File: config.mk
export PLATFORM = sky130hd
export DESIGN_NAME = gpcn_port
export DESIGN_NICKNAME = d
export VERILOG_FILES = /design/src/verilog/gpcn_pkg.sv /design/src/verilog/gpcn_port.sv /design/src/verilog/gpcn_change_detect.sv
export SDC_FILE = /design/constraint.sdc
export NUM_CORES = 1
export LEC_CHECK = 0
export ABC_CLOCK_PERIOD_IN_PS = 3100
export BUFFER_PORTS_ARGS = -buffer_cell sky130_fd_sc_hd__buf_4
export CAP_MARGIN = 20
export CELL_PAD_IN_SITES_DETAIL_PLACEMENT = 0
export CELL_PAD_IN_SITES_GLOBAL_PLACEMENT = 1
export CORE_AREA = 2 2 216 218
export DETAILED_ROUTE_END_ITERATION = 7
export DIE_AREA = 0 0 218 220
export GPL_ROUTABILITY_DRIVEN = 0
export PLACE_DENSITY = 0.88
export SLEW_MARGIN = 20
export SYNTH_ARGS = -nofsm -noshare
export SYNTH_HDL_FRONTEND = slang
export SYNTH_SLANG_ARGS = --single-unit
export TNS_END_PERCENT = 10
File: constraint.sdc
create_clock -name aclk -period 3.1 [get_ports aclk]
set_clock_uncertainty 0.15 [all_clocks]
set_input_delay 0.31 -clock aclk [delete_from_list [all_inputs] [get_ports aclk]]
set_output_delay 0.31 -clock aclk [all_outputs]
set_load 0.01 [all_outputs]
File: src/verilog/gpcn_pkg.sv
/*
 * Constants, register map and types of the general purpose port with
 * change notification.
 * Assumes a 32-bit AXI4-Lite master and a 40 MHz clock.
 */
// ----------------------------------------------------------------------
// ----------------------------------------------------------------------
package gpcn_pkg;
   localparam int PINS = 16;
   localparam int ADDR_W = 8;
   localparam int NUM_REGS = 10;

   // ----------------------------------------------------------------
   // Register indices, each base at index times 0x10.
   // ----------------------------------------------------------------
   localparam logic [3:0] REG_DIR = 4'h0;
   localparam logic [3:0] REG_LATCH = 4'h1;
   localparam logic [3:0] REG_PORT = 4'h2;
   localparam logic [3:0] REG_OPEN_DRAIN = 4'h3;
   localparam logic [3:0] REG_ANALOG = 4'h4;
   localparam logic [3:0] REG_NOTIFY_CTL = 4'h5;
   localparam logic [3:0] REG_NOTIFY_EN = 4'h6;
   localparam logic [3:0] REG_NOTIFY_STAT = 4'h7;
   localparam logic [3:0] REG_PU = 4'h8;
   localparam logic [3:0] REG_PD = 4'h9;

   localparam logic [7:0] ALIAS_CLR = 8'h04;
   localparam logic [7:0] ALIAS_SET = 8'h08;
   localparam logic [7:0] ALIAS_INV = 8'h0C;

   localparam logic [15:0] DIR_RST = 16'hFFFF;
   localparam logic [15:0] ANALOG_RST = 16'hFFFF;
   localparam logic [15:0] ZERO_RST = 16'h0000;
   localparam int NOTIFY_ON_BIT = 15;

   localparam logic [1:0] RESP_OKAY = 2'b00;
   localparam logic [1:0] RESP_SLVERR = 2'b10;

   typedef enum logic [1:0] {OP_WRITE, OP_CLR, OP_SET, OP_INV} gpcn_op_t;
endpackage

File: src/verilog/gpcn_port.sv
/*
 * Sixteen-pin digital port with open-drain, analog select, weak pulls,
 * change notification and clear/set/invert aliases on AXI4-Lite.
 * Assumes pins are synchronous to aclk and the master keeps one read
 * and one write outstanding at most.
 */
`timescale 1ns/100ps
module gpcn_port
   import gpcn_pkg::*;
(
   input wire logic aclk,
   input wire logic aresetn,
   input wire logic [ADDR_W-1:0] awaddr,
   input wire logic awvalid,
   output logic awready,
   input wire logic [31:0] wdata,
   input wire logic [3:0] wstrb,
   input wire logic wvalid,
   output logic wready,
   output logic [1:0] bresp,
   output logic bvalid,
   input wire logic bready,
   input wire logic [ADDR_W-1:0] araddr,
   input wire logic arvalid,
   output logic arready,
   output logic [31:0] rdata,
   output logic [1:0] rresp,
   output logic rvalid,
   input wire logic rready,
   input wire logic [PINS-1:0] pin_in,
   output logic [PINS-1:0] pin_out,
   output logic [PINS-1:0] pin_oe_n,
   output logic [PINS-1:0] analog_enable,
   output logic [PINS-1:0] weak_pullup_enable,
   output logic [PINS-1:0] weak_pulldown_enable,
   output logic change_irq
);
   logic [15:0] regs [NUM_REGS];
   logic [15:0] change_notify_status;
   logic [15:0] pin_q;
   logic [15:0] change;
   logic [15:0] next_status;
   logic [ADDR_W-1:0] waddr;
   logic [15:0] wd;
   logic [15:0] wmask;
   logic aw_held;
   logic w_held;
   logic do_write;
   logic ar_take;
   logic port_read;
   logic detect_on;
   logic [3:0] widx;
   logic [3:0] tgt;
   gpcn_op_t wop;

   // ----------------------------------------------------------------
   // Decoding helpers
   // ----------------------------------------------------------------
   function automatic logic reg_ok(input logic [ADDR_W-1:0] a);
      reg_ok = (a[7:4] < 4'(NUM_REGS)) && (a[1:0] == 2'b00);
   endfunction

   function automatic logic [15:0] apply_op(input logic [15:0] old,
      input gpcn_op_t op, input logic [15:0] d, input logic [15:0] m);
      logic [15:0] v;
      v = d & m;
      unique case (op)
         OP_WRITE: apply_op = (old & ~m) | v;
         OP_CLR: apply_op = old & ~v;
         OP_SET: apply_op = old | v;
         OP_INV: apply_op = old ^ v;
      endcase
   endfunction

   // ----------------------------------------------------------------
   // Write channels
   // ----------------------------------------------------------------
   assign do_write = aw_held && w_held && !bvalid;
   assign widx = waddr[7:4];
   assign wop = gpcn_op_t'(waddr[3:2]);
   // Port writes land in the latch.
   assign tgt = (widx == REG_PORT) ? REG_LATCH : widx;

   always_ff @(posedge aclk) begin
      if (!aresetn) begin
         awready <= 1'b0;
         aw_held <= 1'b0;
         waddr <= '0;
      end else if (awvalid && awready) begin
         awready <= 1'b0;
         aw_held <= 1'b1;
         waddr <= awaddr;
      end else if (do_write) begin
         aw_held <= 1'b0;
      end else if (!aw_held && !bvalid) begin
         awready <= 1'b1;
      end
   end

   always_ff @(posedge aclk) begin
      if (!aresetn) begin
         wready <= 1'b0;
         w_held <= 1'b0;
         wd <= ZERO_RST;
         wmask <= ZERO_RST;
      end else if (wvalid && wready) begin
         wready <= 1'b0;
         w_held <= 1'b1;
         wd <= wdata[15:0];
         wmask <= {{8{wstrb[1]}}, {8{wstrb[0]}}};
      end else if (do_write) begin
         w_held <= 1'b0;
      end else if (!w_held && !bvalid) begin
         wready <= 1'b1;
      end
   end

   always_ff @(posedge aclk) begin
      if (!aresetn) begin
         bvalid <= 1'b0;
         bresp <= RESP_OKAY;
      end else if (do_write) begin
         bvalid <= 1'b1;
         bresp <= reg_ok(waddr) ? RESP_OKAY : RESP_SLVERR;
      end else if (bready) begin
         bvalid <= 1'b0;
      end
   end

   // ----------------------------------------------------------------
   // Register file
   // ----------------------------------------------------------------
   // Status is hardware owned and ignores writes; the aliases act on
   // the base register only.
   always_ff @(posedge aclk) begin
      if (!aresetn) begin
         for (int i = 0; i < NUM_REGS; i++) begin
            regs[i] <= ZERO_RST;
         end
         regs[REG_DIR] <= DIR_RST;
         regs[REG_ANALOG] <= ANALOG_RST;
      end else if (do_write && reg_ok(waddr) && widx != REG_NOTIFY_STAT) begin
         regs[tgt] <= apply_op(regs[tgt], wop, wd, wmask);
      end
   end

   // ----------------------------------------------------------------
   // Change notification
   // ----------------------------------------------------------------
   assign detect_on = regs[REG_NOTIFY_CTL][NOTIFY_ON_BIT];

   gpcn_change_detect u_detect (
      .aclk(aclk),
      .aresetn(aresetn),
      .detect_on(detect_on),
      .pins(pin_in),
      .change(change)
   );

   assign ar_take = arvalid && arready;
   assign port_read = ar_take && araddr[7:4] == REG_PORT
      && araddr[3:0] == 4'h0;
   // A change in the clearing cycle survives the clear.
   assign next_status = (change_notify_status & ~{16{port_read}})
      | change;

   always_ff @(posedge aclk) begin
      if (!aresetn) begin
         change_notify_status <= ZERO_RST;
      end else begin
         change_notify_status <= next_status;
      end
   end

   always_ff @(posedge aclk) begin
      if (!aresetn) begin
         change_irq <= 1'b0;
      end else begin
         change_irq <= detect_on
            && |(next_status & regs[REG_NOTIFY_EN]);
      end
   end

   // ----------------------------------------------------------------
   // Read channel
   // ----------------------------------------------------------------
   always_ff @(posedge aclk) begin
      if (!aresetn) begin
         pin_q <= ZERO_RST;
      end else begin
         pin_q <= pin_in;
      end
   end

   // Alias reads return zero, a fixed choice for undefined data.
   always_ff @(posedge aclk) begin
      if (!aresetn) begin
         arready <= 1'b0;
         rvalid <= 1'b0;
         rdata <= 32'h0000_0000;
         rresp <= RESP_OKAY;
      end else if (ar_take) begin
         arready <= 1'b0;
         rvalid <= 1'b1;
         rresp <= reg_ok(araddr) ? RESP_OKAY : RESP_SLVERR;
         if (!reg_ok(araddr) || araddr[3:2] != 2'b00) begin
            rdata <= 32'h0000_0000;
         end else if (araddr[7:4] == REG_PORT) begin
            rdata <= {16'h0000, pin_q & ~regs[REG_ANALOG]};
         end else if (araddr[7:4] == REG_NOTIFY_STAT) begin
            rdata <= {16'h0000, change_notify_status};
         end else begin
            rdata <= {16'h0000, regs[araddr[7:4]]};
         end
      end else if (rvalid && rready) begin
         rvalid <= 1'b0;
      end else if (!rvalid) begin
         arready <= 1'b1;
      end
   end

   // ----------------------------------------------------------------
   // Pin drivers
   // ----------------------------------------------------------------
   // Analog select does not gate the driver, so a converter can sample
   // the driven level.
   always_ff @(posedge aclk) begin
      if (!aresetn) begin
         pin_out <= ZERO_RST;
         pin_oe_n <= DIR_RST;
      end else begin
         pin_out <= regs[REG_LATCH] & ~regs[REG_OPEN_DRAIN];
         pin_oe_n <= regs[REG_DIR]
            | (regs[REG_OPEN_DRAIN] & regs[REG_LATCH]);
      end
   end

   always_ff @(posedge aclk) begin
      if (!aresetn) begin
         analog_enable <= ANALOG_RST;
         weak_pullup_enable <= ZERO_RST;
         weak_pulldown_enable <= ZERO_RST;
      end else begin
         analog_enable <= regs[REG_ANALOG];
         weak_pullup_enable <= regs[REG_PU];
         weak_pulldown_enable <= regs[REG_PD];
      end
   end
endmodule

File: src/verilog/gpcn_change_detect.sv
/*
 * Per-pin change-of-state detector.
 * Assumes pins are already synchronous to aclk.
 */
`timescale 1ns/100ps
module gpcn_change_detect
   import gpcn_pkg::*;
(
   input wire logic aclk,
   input wire logic aresetn,
   input wire logic detect_on,
   input wire logic [PINS-1:0] pins,
   output logic [PINS-1:0] change
);
   logic [PINS-1:0] last;

   // ----------------------------------------------------------------
   // Edge detection
   // ----------------------------------------------------------------
   // The last level is tracked even while detection is off, so turning
   // it on does not report a stale difference as a change.
   always_ff @(posedge aclk) begin
      if (!aresetn) begin
         last <= ZERO_RST;
      end else begin
         last <= pins;
      end
   end

   // One clock only exists here; a sleeping core must keep aclk running
   // to this block for detection to continue.
   assign change = detect_on ? (pins ^ last) : ZERO_RST;
endmodule

### Word level (Yosys, flattened, before mapping)

Memory sizes are Yosys's and may differ from the RTL's. A register that Yosys moved wholly into a read port is not among the register bits.
Index checks and enable logic that the tools add are counted.

* register bits: 157
* latch bits: 0
* memory bits (writable): 160
* memory bits (read-only): 0
* input port bits: 75
* output and inout port bits: 122
* word-level logic and storage cells: 119
* memories: 1

Memory list
* regs: depth 10, bits a word 16, rd ports 10, clocked after memory_dff 2, write ports 10, RTL line gpcn_port.sv:38 `logic [15:0] regs [NUM_REGS];`

* add/sub/neg operators: 0
* multiply operators: 0
* divide/modulo/power cells: 0
* magnitude comparators: 2
* equality and inequality tests: 7
* shift operators: 0
* mux-type cells: 26
* bitwise logic cells: 25
* reductions and logical operators: 39

Operator list (count)
* $mux 16: 9
* $and 16x16->16: 8
* $not 16->16: 5
* $or 16x16->16: 4
* $pmux 16 s4: 1
* $reduce_or 16->1: 2
* $xor 16x16->16: 2
* $logic_and 1x1->1: 15
* $mux 1: 12
* $reduce_bool 2->1: 5
* $eq 4x2->1 const B: 2
* $lt 4x4->1 const B: 2
* $mux 4: 2
* $logic_not 1->1: 6
* $logic_not 2->1: 3
* $reduce_and 2->1: 3
* $reduce_or 2->1: 3
* $eq 2x2->1 const B: 2
* $eq 4x3->1 const B: 1
* $logic_not 4->1: 1
* $mux 2: 2
* $ne 4x3->1 const B: 1
* $not 1->1: 4
* $eq 2x1->1 const B: 1
* 2 further kinds: 3

### Depth between registers and ports, before layout

Gate-level depths: netlist of run 1.

* depth in word-level cells: 9
* mapped depth: 15
* gate-level depth less buffers: 12

### Cells and area by module

A second synthesis of run 1 with hierarchy kept.

* cells, all modules: 1866
* area, all modules: 20622.3 µm²

By module, submodules not included
* gpcn_port: instances 1, cells an instance 1800, area each 19926.6 µm², seq. area each 10500.1 µm²
* gpcn_change_detect: instances 1, cells an instance 66, area each 695.7 µm², seq. area each 320.3 µm²

### Worst setup path before layout of run 1

No wires, ideal clock.

* kind: reg2reg
* start point: register waddr[4]
* end point: memory regs[10][5], data pin
* library setup time: 0.155 ns
* arrival time: 2.909 ns
* required time: 2.795 ns
* setup slack: -0.114 ns
* cell stages (with the launch flop): 13
* buffers on the path: 2
* clock period less this slack: 3.214 ns
* cell sequence: dfxtp_1 > buf_6 > buf_6 > mux2_1 > o21ai_1 > a21oi_1 > or4_4 > ha_1 > nand2_1 > o21ai_0 > a2111oi_2 > a21oi_4 > inv_1

RTL lines
* start: declaration: RTL line gpcn_port.sv:43 `logic [ADDR_W-1:0] waddr;`
* start signal: assignment: RTL line gpcn_port.sv:92 `waddr <= awaddr;`
* end: declaration: RTL line gpcn_port.sv:38

==> results.sh, run 1 <==
export IMPL_clock_sinks=414
export IMPL_status="finished, violations left"
export IMPL_worst_slack_ns=-0.323
export IMPL_cts_root_buf="clkbuf_16"
export IMPL_drt_total_wl_mm=67.6
export IMPL_failed_checks="design-rule violations, negative setup slack"
export IMPL_antenna_found_initial=1
export IMPL_p_leak_nw=10.2
export IMPL_ys_warn_count=0
export IMPL_grt_max_degree=58
export IMPL_min_period_ns=3.42
export IMPL_ant_nets=0
export IMPL_finalCritPeriodShare=1.10
export IMPL_p_sw_mw=3.48
export IMPL_drive_gt1_frac=0.324
export IMPL_synth_seq_cells=414
export IMPL_arrival_ns=3.75
export IMPL_syn_avg_cell_area_um2=11.4
export IMPL_synthTopCellsByArea="edfxtp_1 (34%), dfxtp_1 (20%), mux4_2 (6.5%), nand2_1 (3.1%), mux2i_1 (2.5%)"
export IMPL_drc=5
export IMPL_finalSetupViolations=208
export IMPL_maxSlewViolCount=0
export IMPL_hpwl_mm=48.4
export IMPL_numPortBuffers=160
export IMPL_fillers=3796
export IMPL_dp_cells=2711
export IMPL_register_area_um2=10500
export IMPL_worstPathMaxFanout=5
export IMPL_vias=16600
export IMPL_top_layer_used="met5"
export IMPL_nNetsFinal=2320
export IMPL_slew_headroom=0.291
export IMPL_wl_met1_mm=24.4
export IMPL_worst_pin_slew_ns=1.06
export IMPL_fp_coreArea_um2=45900
export IMPL_grt_pass1_vias=16700
export IMPL_worst_setup_path_start_kind="flop"
export IMPL_clk_pin_slew_ns=0.06
export IMPL_synth_edff_count=218
export IMPL_yosysTopAreaCell="edfxtp_1"
export IMPL_cp_end_kind="flop"
export IMPL_cts_buffer_depth=3
export IMPL_seq_power_share=0.453
export IMPL_rows=79
export IMPL_synth_cell_types=86
export IMPL_area_growth_syn_to_layout_pct=35.2
export IMPL_dr_wl_met3_mm=7.16
export IMPL_drt_iter0_markers=1922
export IMPL_hold_violations=0
export IMPL_die_area_um2=48000
export IMPL_power_frac_comb=0.138
export IMPL_ir_drop_v=0.000330
export IMPL_final_cells=2873
export IMPL_max_freq_ghz=0.292
export IMPL_hp_class="in -> reg"
export IMPL_setup_tns_ns=-39.16
export IMPL_yosys_cell_count_top_type="edfxtp_1"
export IMPL_power_density_nw_per_um2=516
export IMPL_wl_met2_mm=31.4
export IMPL_required_ns=3.42
export IMPL_syn_area_um2=19400
export IMPL_async_reset_ff_frac=0
export IMPL_antenna_cells=0
export IMPL_drt_pass1_iterations=8
export IMPL_dieHeight_um=220
export IMPL_clk_latency_ns=0.59
export IMPL_ys_flop_type="edfxtp_1"
export IMPL_io_pins=197
export IMPL_htreeDepth=2
export IMPL_start_util=0.422
export IMPL_cts_tree="done"
export IMPL_synthCells=1694
export IMPL_grt_usage=0.280
export IMPL_viasPerCell=5.79
export IMPL_internal_power_mw=10.0
export IMPL_switching_share=0.258
export IMPL_grt_ovfl_total=0
export IMPL_path_class="reg -> reg"
export IMPL_rsz0062_at_grt="yes"
export IMPL_multi_input_area_um2=9100
export IMPL_drv_cap=0
export IMPL_p_total_mw=13.5
export IMPL_ys_seq_area_frac=0.541
export IMPL_pwr_share_clk=0.409
export IMPL_wl_per_cell_um=23.5
export IMPL_synth_top_cells_by_count="edfxtp_1 (218), dfxtp_1 (196), nand2_1 (161), nor2_1 (106), a21oi_1 (79)"
export IMPL_grt_pass1_wl_mm=99.7
export IMPL_pre_cts_ws_ns=-0.584
export IMPL_numCtsBuffers=46
export IMPL_die_w_um=218
export IMPL_synth_top_area_frac=0.338
==> worst paths after layout <==
| kind | start | end | slack, ns | depth (start not counted) |
|---|---|---|---|---|
| setup reg to reg | waddr[4] | regs[0][0] | -0.32 | 15 |
| setup / recovery | waddr[4] | regs[0][0] | -0.32 | 15 |
| hold / removal | aresetn | weak_pullup_enable[15] | 0.03 | 2 |
| hold reg to reg | rdata[13] | rdata[13] | 0.30 | 2 |
==> flip-flops by register name, indices dropped and copies added (netlist names), 2 cells and up <==
register / count
analog_enable: 16
pin_oe_n: 16
weak_pulldown_enable: 16
weak_pullup_enable: 16
change_notify_status: 16
rdata: 16
u_detect.last: 16
wmask: 2
pin_out: 16
wd: 16
waddr: 8
regs: 250
==> placed cells by master, fill, tap and decap left out, drive strengths merged, types with 58 or more instances in the layout <==
master,instances
buf,429
edfxtp,218
dfxtp,196
nand2,161
conb,140
nor2,106
a21oi,83
o21ai,80
nor3,68
clkbuf,64
dlygate4sd3,58
==> repair_timing <==
item / 4_1_cts / 5_1_grt
pin swaps: 45 / 22
gates resized for setup: 131 / 46
setup buffers: 15 / 6
hold buffers: 58 / 0
endpoints found under the setup margin: 224 / 224
hold endpoints to repair: 52 / 0
==> worst max-delay path, cell delays in order (launching register included) <==
cell	delay, ns
dfxtp_4	0.41
buf_12	0.14
buf_8	0.11
mux2_2	0.36
o21ai_2	0.20
o21ai_2	0.10
or4_4	0.60
ha_1	0.30
nand2_1	0.05
o21ai_0	0.10
nand2_1	0.10
nand2_2	0.10
buf_4	0.11
a211oi_1	0.05
buf_4	0.15
a211o_1	0.27
==> metrics by stage <==
step           hold WS, ns  area, um2  utilization
2_1_floorplan        0.282      19900            -
5_1_grt             0.0143      26200        0.571
3_5_place_dp         0.296      23200        0.505
4_1_cts           0.000269      25900        0.565
3_3_place_gp         0.289      23200        0.505
6_report            0.0275      26200        0.571
==> area by class of cell <==
cell class	count	share of cell area
timing repair buffer	487	0.157
tap	607	0.0290
multi-input combinational	1239	0.348
sequential	414	0.400
clock inverter	21	0.00631
inverter	41	0.00664
clock buffer	64	0.0525
==> power by group through the flow <==
stage	clock network [mW]	logic (mW)	registers (mW)
final	5.53	1.86	6.11
after global routing	5.81	1.96	6.13
after CTS	5.60	1.76	6.10
after detailed placement	0	1.58	6.22
after global placement	0	1.55	6.21
after floorplan	0	0.882	6.18
==> kinds of logic after synthesis <==
family | count (synthesis) | share of synthesized area
muxes | 157 | 0.122
other | 1 | 0.000194
DFF | 414 | 0.541
adders and majority gates | 16 | 0.0103
buffers and inverters | 180 | 0.0454
and+or+nand+nor | 535 | 0.138
AOI/OAI and AO/OA | 374 | 0.136
xor gates and xnor gates | 17 | 0.00769
==> metal layers <==
layer | GRT usage | vias up
met5 | 0 | -
met4 | 0.177 | 2
met3 | 0.0679 | 245
met2 | 0.454 | 1026
met1 | 0.334 | 8116
li1 | - | 7246
No activity file was read; power rests on OpenSTA's default activity.
==> run 2: changes to the inputs <==
Settings changed: CORE_AREA 2 2 216 218 to 2 2 282 284, DIE_AREA 0 0 218 220 to 0 0 284 286, PLACE_DENSITY 0.88 to 0.61.
==> run 2 against run 1 <==
The flow finishes with violations (negative setup slack). Via count fell by 0.84%. Design area rose by 3.4%. Final cell count rose by 17%. Global-route usage fell by 9.3 points. Routed wire length rose by 16%. Sequential power barely moved. Utilization fell by 23 points. Register-to-register slack got worse by 0.08 ns. Combinational power barely moved. Die area rose by 69%. Total power rose by 2.8%.
==> results.sh, run 2 (synthesis results as in run 1) <==
export IMPL_status="finished, violations left"
export IMPL_failed_checks="negative setup slack"
export IMPL_clk_latency_ns=0.60
export IMPL_drt_total_wl_mm=78.2
export IMPL_finalCritPeriodShare=1.13
export IMPL_vias=16500
export IMPL_place_area_um2=24200
export IMPL_grt_ovfl_total=0
export IMPL_worst_slack_ns=-0.402
export IMPL_hp_class="in -> reg"
export IMPL_min_period_ns=3.50
export IMPL_drive_gt1_frac=0.324
export IMPL_grt_pass1_vias=16300
export IMPL_crit_chain="buf_4 -> buf_4 -> nor2b_1 -> buf_6 -> o21ai_4 -> nor3_1 -> or4_4 -> ha_4 -> nand2_1 -> o21ai_1 -> nand2_1 -> nand2_2 -> a21o_1 -> buf_4 -> buf_4 -> nor2_2"
export IMPL_rows=103
export IMPL_final_common_cell="buf_4"
export IMPL_ant_nets=0
export IMPL_slew_headroom=0.422
export IMPL_drt_pass1_iterations=5
export IMPL_p_leak_nw=10.4
export IMPL_worst_pin_slew_ns=0.860
export IMPL_crit_top_cell="buf_4"
export IMPL_fp_coreArea_um2=78400
export IMPL_cp_end_kind="flop"
export IMPL_required_ns=3.41
export IMPL_layout_common_cells="buf_4 (415), edfxtp_1 (218), dfxtp_1 (192)"
export IMPL_design_area_um2=27100
export IMPL_numCtsBuffers=49
export IMPL_rsz0062_at_grt="yes"
export IMPL_drt_iter0_markers=1361
export IMPL_path_class="reg -> reg"
export IMPL_antenna_found_initial=4
export IMPL_io_pins=197
export IMPL_die_area_um2=81200
export IMPL_clk_pin_slew_ns=0.06
export IMPL_viasPerCell=4.91
export IMPL_crit_slowest_cell="nor3_1"
export IMPL_arrival_ns=3.81
export IMPL_area_growth_syn_to_layout_pct=39.8
export IMPL_worst_setup_path_start_kind="flop"
export IMPL_grt_pass1_wl_mm=111
export IMPL_largest_reg_flops=250
export IMPL_grt_usage=0.187
export IMPL_worstPathMaxFanout=8
export IMPL_wl_per_cell_um=23.3
export IMPL_cts_root_buf="clkbuf_16"
export IMPL_drc=0
export IMPL_cp_slowest_stage_delay_ns=0.72
export IMPL_cts_tree="done"
export IMPL_die_w_um=284
export IMPL_grt_max_degree=71
export IMPL_finalSetupViolations=221
export IMPL_hold_violations=0
export IMPL_clock_sinks=414
export IMPL_fillers=7875
export IMPL_dieHeight_um=286
export IMPL_p_total_mw=13.9
export IMPL_maxSlewViolCount=0
export IMPL_start_util=0.247
export IMPL_numPortBuffers=160
export IMPL_htreeDepth=2
export IMPL_power_density_nw_per_um2=513
export IMPL_whs_path_depth=3
export IMPL_nNetsFinal=2359
export IMPL_regMostFlops="regs"
export IMPL_drv_cap=0
export IMPL_hpwl_mm=57.8
export IMPL_ir_drop_v=0.000459
export IMPL_cts_buffer_depth=3
export IMPL_r2r_cells=16
export IMPL_max_freq_ghz=0.286
==> run 2: cell count changes in the layout (fill, tap and decap cells not counted), sizes merged <==
cell      change
inv           -5
buf          +35
clkinv        -4
clkbuf       +13
diode         +1
clkinvlp      +2
==> run 2: timing repair <==
item	in CTS	in global routing
endpoints found under the setup margin	224	224
setup buffers	11	6
pin swaps	18	19
gates cloned	0	1
resized for setup	81	68
hold buffers	58	0
endpoints found under the hold margin	63	0
==> run 2: routing by layer <==
layer	track usage	vias to the layer above	wire, um
li1	-	7336	-
met1	0.243	8295	32800
met2	0.302	719	35800
met3	0.0368	145	6010
met4	0.0824	0	3610
met5	0	-	0
==> run 2: worst paths after layout <==
kind,from,endpoint,slack [ns]
worst min-delay path,arvalid,arready,0.09
worst max register to register,waddr[7],regs[1][6],-0.40
worst max-delay path,waddr[7],regs[1][6],-0.40
worst min register to register,wd[7],wd[7],0.31
==> run 2: stage by stage <==
step	cells	utilization	TNS [ns]	worst slack, ns	hold slack (ns)
6_report	3358	0.345	-55.66	-0.402	0.0924
5_1_grt	3357	0.345	-77.95	-0.456	0.122
4_1_cts	3350	0.341	-45.90	-0.314	0.0631
3_5_place_dp	3191	0.308	-76.37	-0.572	0.299
3_3_place_gp	3191	0.308	-67.57	-0.611	0.303
2_1_floorplan	1833	-	-0.0250	-0.0191	0.282
==> run 2: power breakdown <==
| part | total (mW) | internal [mW] | switching (mW) |
|---|---|---|---|
| Sequential | 6.12 | 5.97 | 0.153 |
| Combinational | 1.88 | 0.854 | 1.03 |
| Clock | 5.88 | 3.49 | 2.39 |
==> run 2: final cells by class <==
cell class | instances | area, um2 | share of cell area
flip-flops and latches | 414 | 10500 | 0.387
multi-input cells | 1239 | 8920 | 0.330
repair buffers | 523 | 4540 | 0.168
clock buffers | 76 | 1530 | 0.0566
well taps | 1050 | 1310 | 0.0485
inverters | 41 | 171 | 0.00633
clock inverters | 14 | 109 | 0.00402
diodes | 1 | 2.50 | 0.0000924
==> run 2: critical path, delay by kind of cell, from the launching register on <==
family                   cells  cell delay [ns]
adder cells (fa/ha/maj)      1             0.19
AO/OA/AOI/OAI                3             0.34
buffers and inverters        5             0.79
AND/OR/NAND/NOR              7             1.48
flip-flops                   1             0.40
==> run 3: changes to the inputs <==
Settings changed: ABC_CLOCK_PERIOD_IN_PS 3100 to 4200, MAX_ROUTING_LAYER from default to met4, PLACE_DENSITY 0.61 to 0.59.
Clock period 3.1 ns to 4.2 ns, I/O delays scaled along.
==> run 3 against run 2 <==
The flow finishes with violations (design-rule violations). Via count fell by 7.4%. Final cell count fell by 5.8%. Sequential power fell by 26%. Critical endpoint is now regs[12][11].
==> results.sh, run 3 (synthesis results as in run 1) <==
export IMPL_cts_tree="done"
export IMPL_start_util=0.247
export IMPL_ant_nets=0
export IMPL_worstPathMaxFanout=11
export IMPL_regMostFlops="regs"
export IMPL_grt_usage=0.181
export IMPL_drv_cap=0
export IMPL_cts_buffer_depth=3
export IMPL_setup_tns_ns=0
export IMPL_fp_coreArea_um2=78400
export IMPL_status="finished, violations left"
export IMPL_post_cts_setup_buffers=0
export IMPL_slew_headroom=0.357
export IMPL_die_area_um2=81200
export IMPL_largest_reg_flops=250
export IMPL_p_leak_nw=9.33
export IMPL_r2r_end="regs[12][11]"
export IMPL_drive_gt1_frac=0.226
export IMPL_drc=1
export IMPL_final_common_cell="buf_4"
export IMPL_clk_pin_slew_ns=0.06
export IMPL_power_density_nw_per_um2=404
export IMPL_required_ns=4.37
export IMPL_layout_common_cells="buf_4 (261), edfxtp_1 (218), dfxtp_1 (194)"
export IMPL_max_freq_ghz=0.244
export IMPL_drt_iter0_markers=1434
export IMPL_min_period_ns=4.10
export IMPL_rr_startpoint="waddr[7]"
export IMPL_drt_pass1_iterations=8
export IMPL_vias=15300
export IMPL_worst_pin_slew_ns=0.965
export IMPL_rsz0062_at_grt="no"
export IMPL_min_delay_start="awvalid"
export IMPL_dieHeight_um=286
export IMPL_finalSetupViolations=0
export IMPL_numPortBuffers=160
export IMPL_r2r_cells=11
export IMPL_clk_latency_ns=0.62
export IMPL_nNetsFinal=2164
export IMPL_grt_ovfl_total=0
export IMPL_drt_total_wl_mm=72.7
export IMPL_die_w_um=284
export IMPL_r2r_slack_ns=0.10
export IMPL_p_total_mw=10.1
export IMPL_numCtsBuffers=50
export IMPL_hpwl_mm=53.0
export IMPL_grt_pass1_wl_mm=104
export IMPL_io_pins=197
export IMPL_viasPerCell=4.83
export IMPL_antenna_cells=0
export IMPL_worst_setup_path_start_kind="flop"
export IMPL_rows=103
export IMPL_cp_endpoint="regs[12][11]"
export IMPL_area_growth_syn_to_layout_pct=28.8
export IMPL_clock_sinks=414
export IMPL_maxSlewViolCount=0
export IMPL_register_area_um2=10500
export IMPL_path_class="reg -> reg"
export IMPL_antenna_found_initial=1
export IMPL_cp_end_kind="flop"
export IMPL_crit_path_start="waddr[7]"
export IMPL_cts_root_buf="clkbuf_16"
export IMPL_finalCritPeriodShare=0.976
export IMPL_multi_input_area_um2=8550
export IMPL_ir_drop_v=0.000272
export IMPL_hold_violations=0
export IMPL_htreeDepth=2
export IMPL_grt_pass1_vias=15000
export IMPL_fillers=8059
export IMPL_hp_class="in -> reg"
export IMPL_arrival_ns=4.27
export IMPL_grt_max_degree=65
export IMPL_wl_per_cell_um=23.0
export IMPL_failed_checks="design-rule violations"
-- run 3: stage by stage --
| step | cells | hold WS [ns] | instance area, um2 | setup WS, ns | utilization |
|---|---|---|---|---|---|
| after floorplan | 1833 | 0.286 | 19900 | 0.986 | - |
| after global placement | 3019 | 0.295 | 22700 | 0.192 | 0.290 |
| after detailed placement | 3019 | 0.300 | 22700 | 0.167 | 0.290 |
| after CTS | 3164 | 0.00577 | 24900 | 0.157 | 0.318 |
| after global routing | 3164 | 0.0436 | 24900 | 0.0183 | 0.318 |
| final | 3164 | 0.0322 | 24900 | 0.100 | 0.318 |
-- run 3: per-layer routing --
layer / wire, um / global-route usage
met5: 0 / -
met4: 2540 / 0.0608
met3: 5290 / 0.0298
met2: 34400 / 0.295
met1: 30400 / 0.228
-- run 3: repair_timing --
| item | 4_1_cts | 5_1_grt |
|---|---|---|
| hold buffers | 52 | 0 |
| resized for setup | 0 | 3 |
| setup endpoints to repair | 0 | 16 |
| hold endpoints to repair | 47 | 0 |
-- run 3: how the worst min path moves through the flow --
stage	end	slack [ns]	depth (start not counted)
after floorplan	wd[10]	0.29	2
after global placement	rdata[0]	0.29	2
after detailed placement	rdata[14]	0.30	2
after CTS	waddr[7]	0.006	3
after global routing	waddr[7]	0.04	3
final	waddr[7]	0.03	3
-- run 3: worst max-delay path, stage by stage, from the launching register on --
cell and delay (ns):
dfxtp_1 0.72, and2b_1 0.49, buf_4 0.29, o21ai_1 0.17
buf_4 0.16, a31oi_1 0.09, or4_4 0.57, ha_1 0.30
nand2_1 0.05, o21ai_0 0.12, a221o_1 0.48, inv_1 0.20
-- run 3: layout make-up --
cell class              instances  share of cell area
flip-flops and latches        414               0.420
repair buffers                327               0.111
multi-input cells            1239               0.343
clock buffers                  74              0.0601
inverters                      41             0.00627
clock inverters                19             0.00708
well taps                    1050              0.0527
-- run 3: report_power, final --
part           switching (mW)  total (mW)  internal (mW)
combinational           0.680        1.16          0.477
clock                    1.78        4.38           2.60
sequential              0.128        4.53           4.40
total                    2.59        10.1           7.48
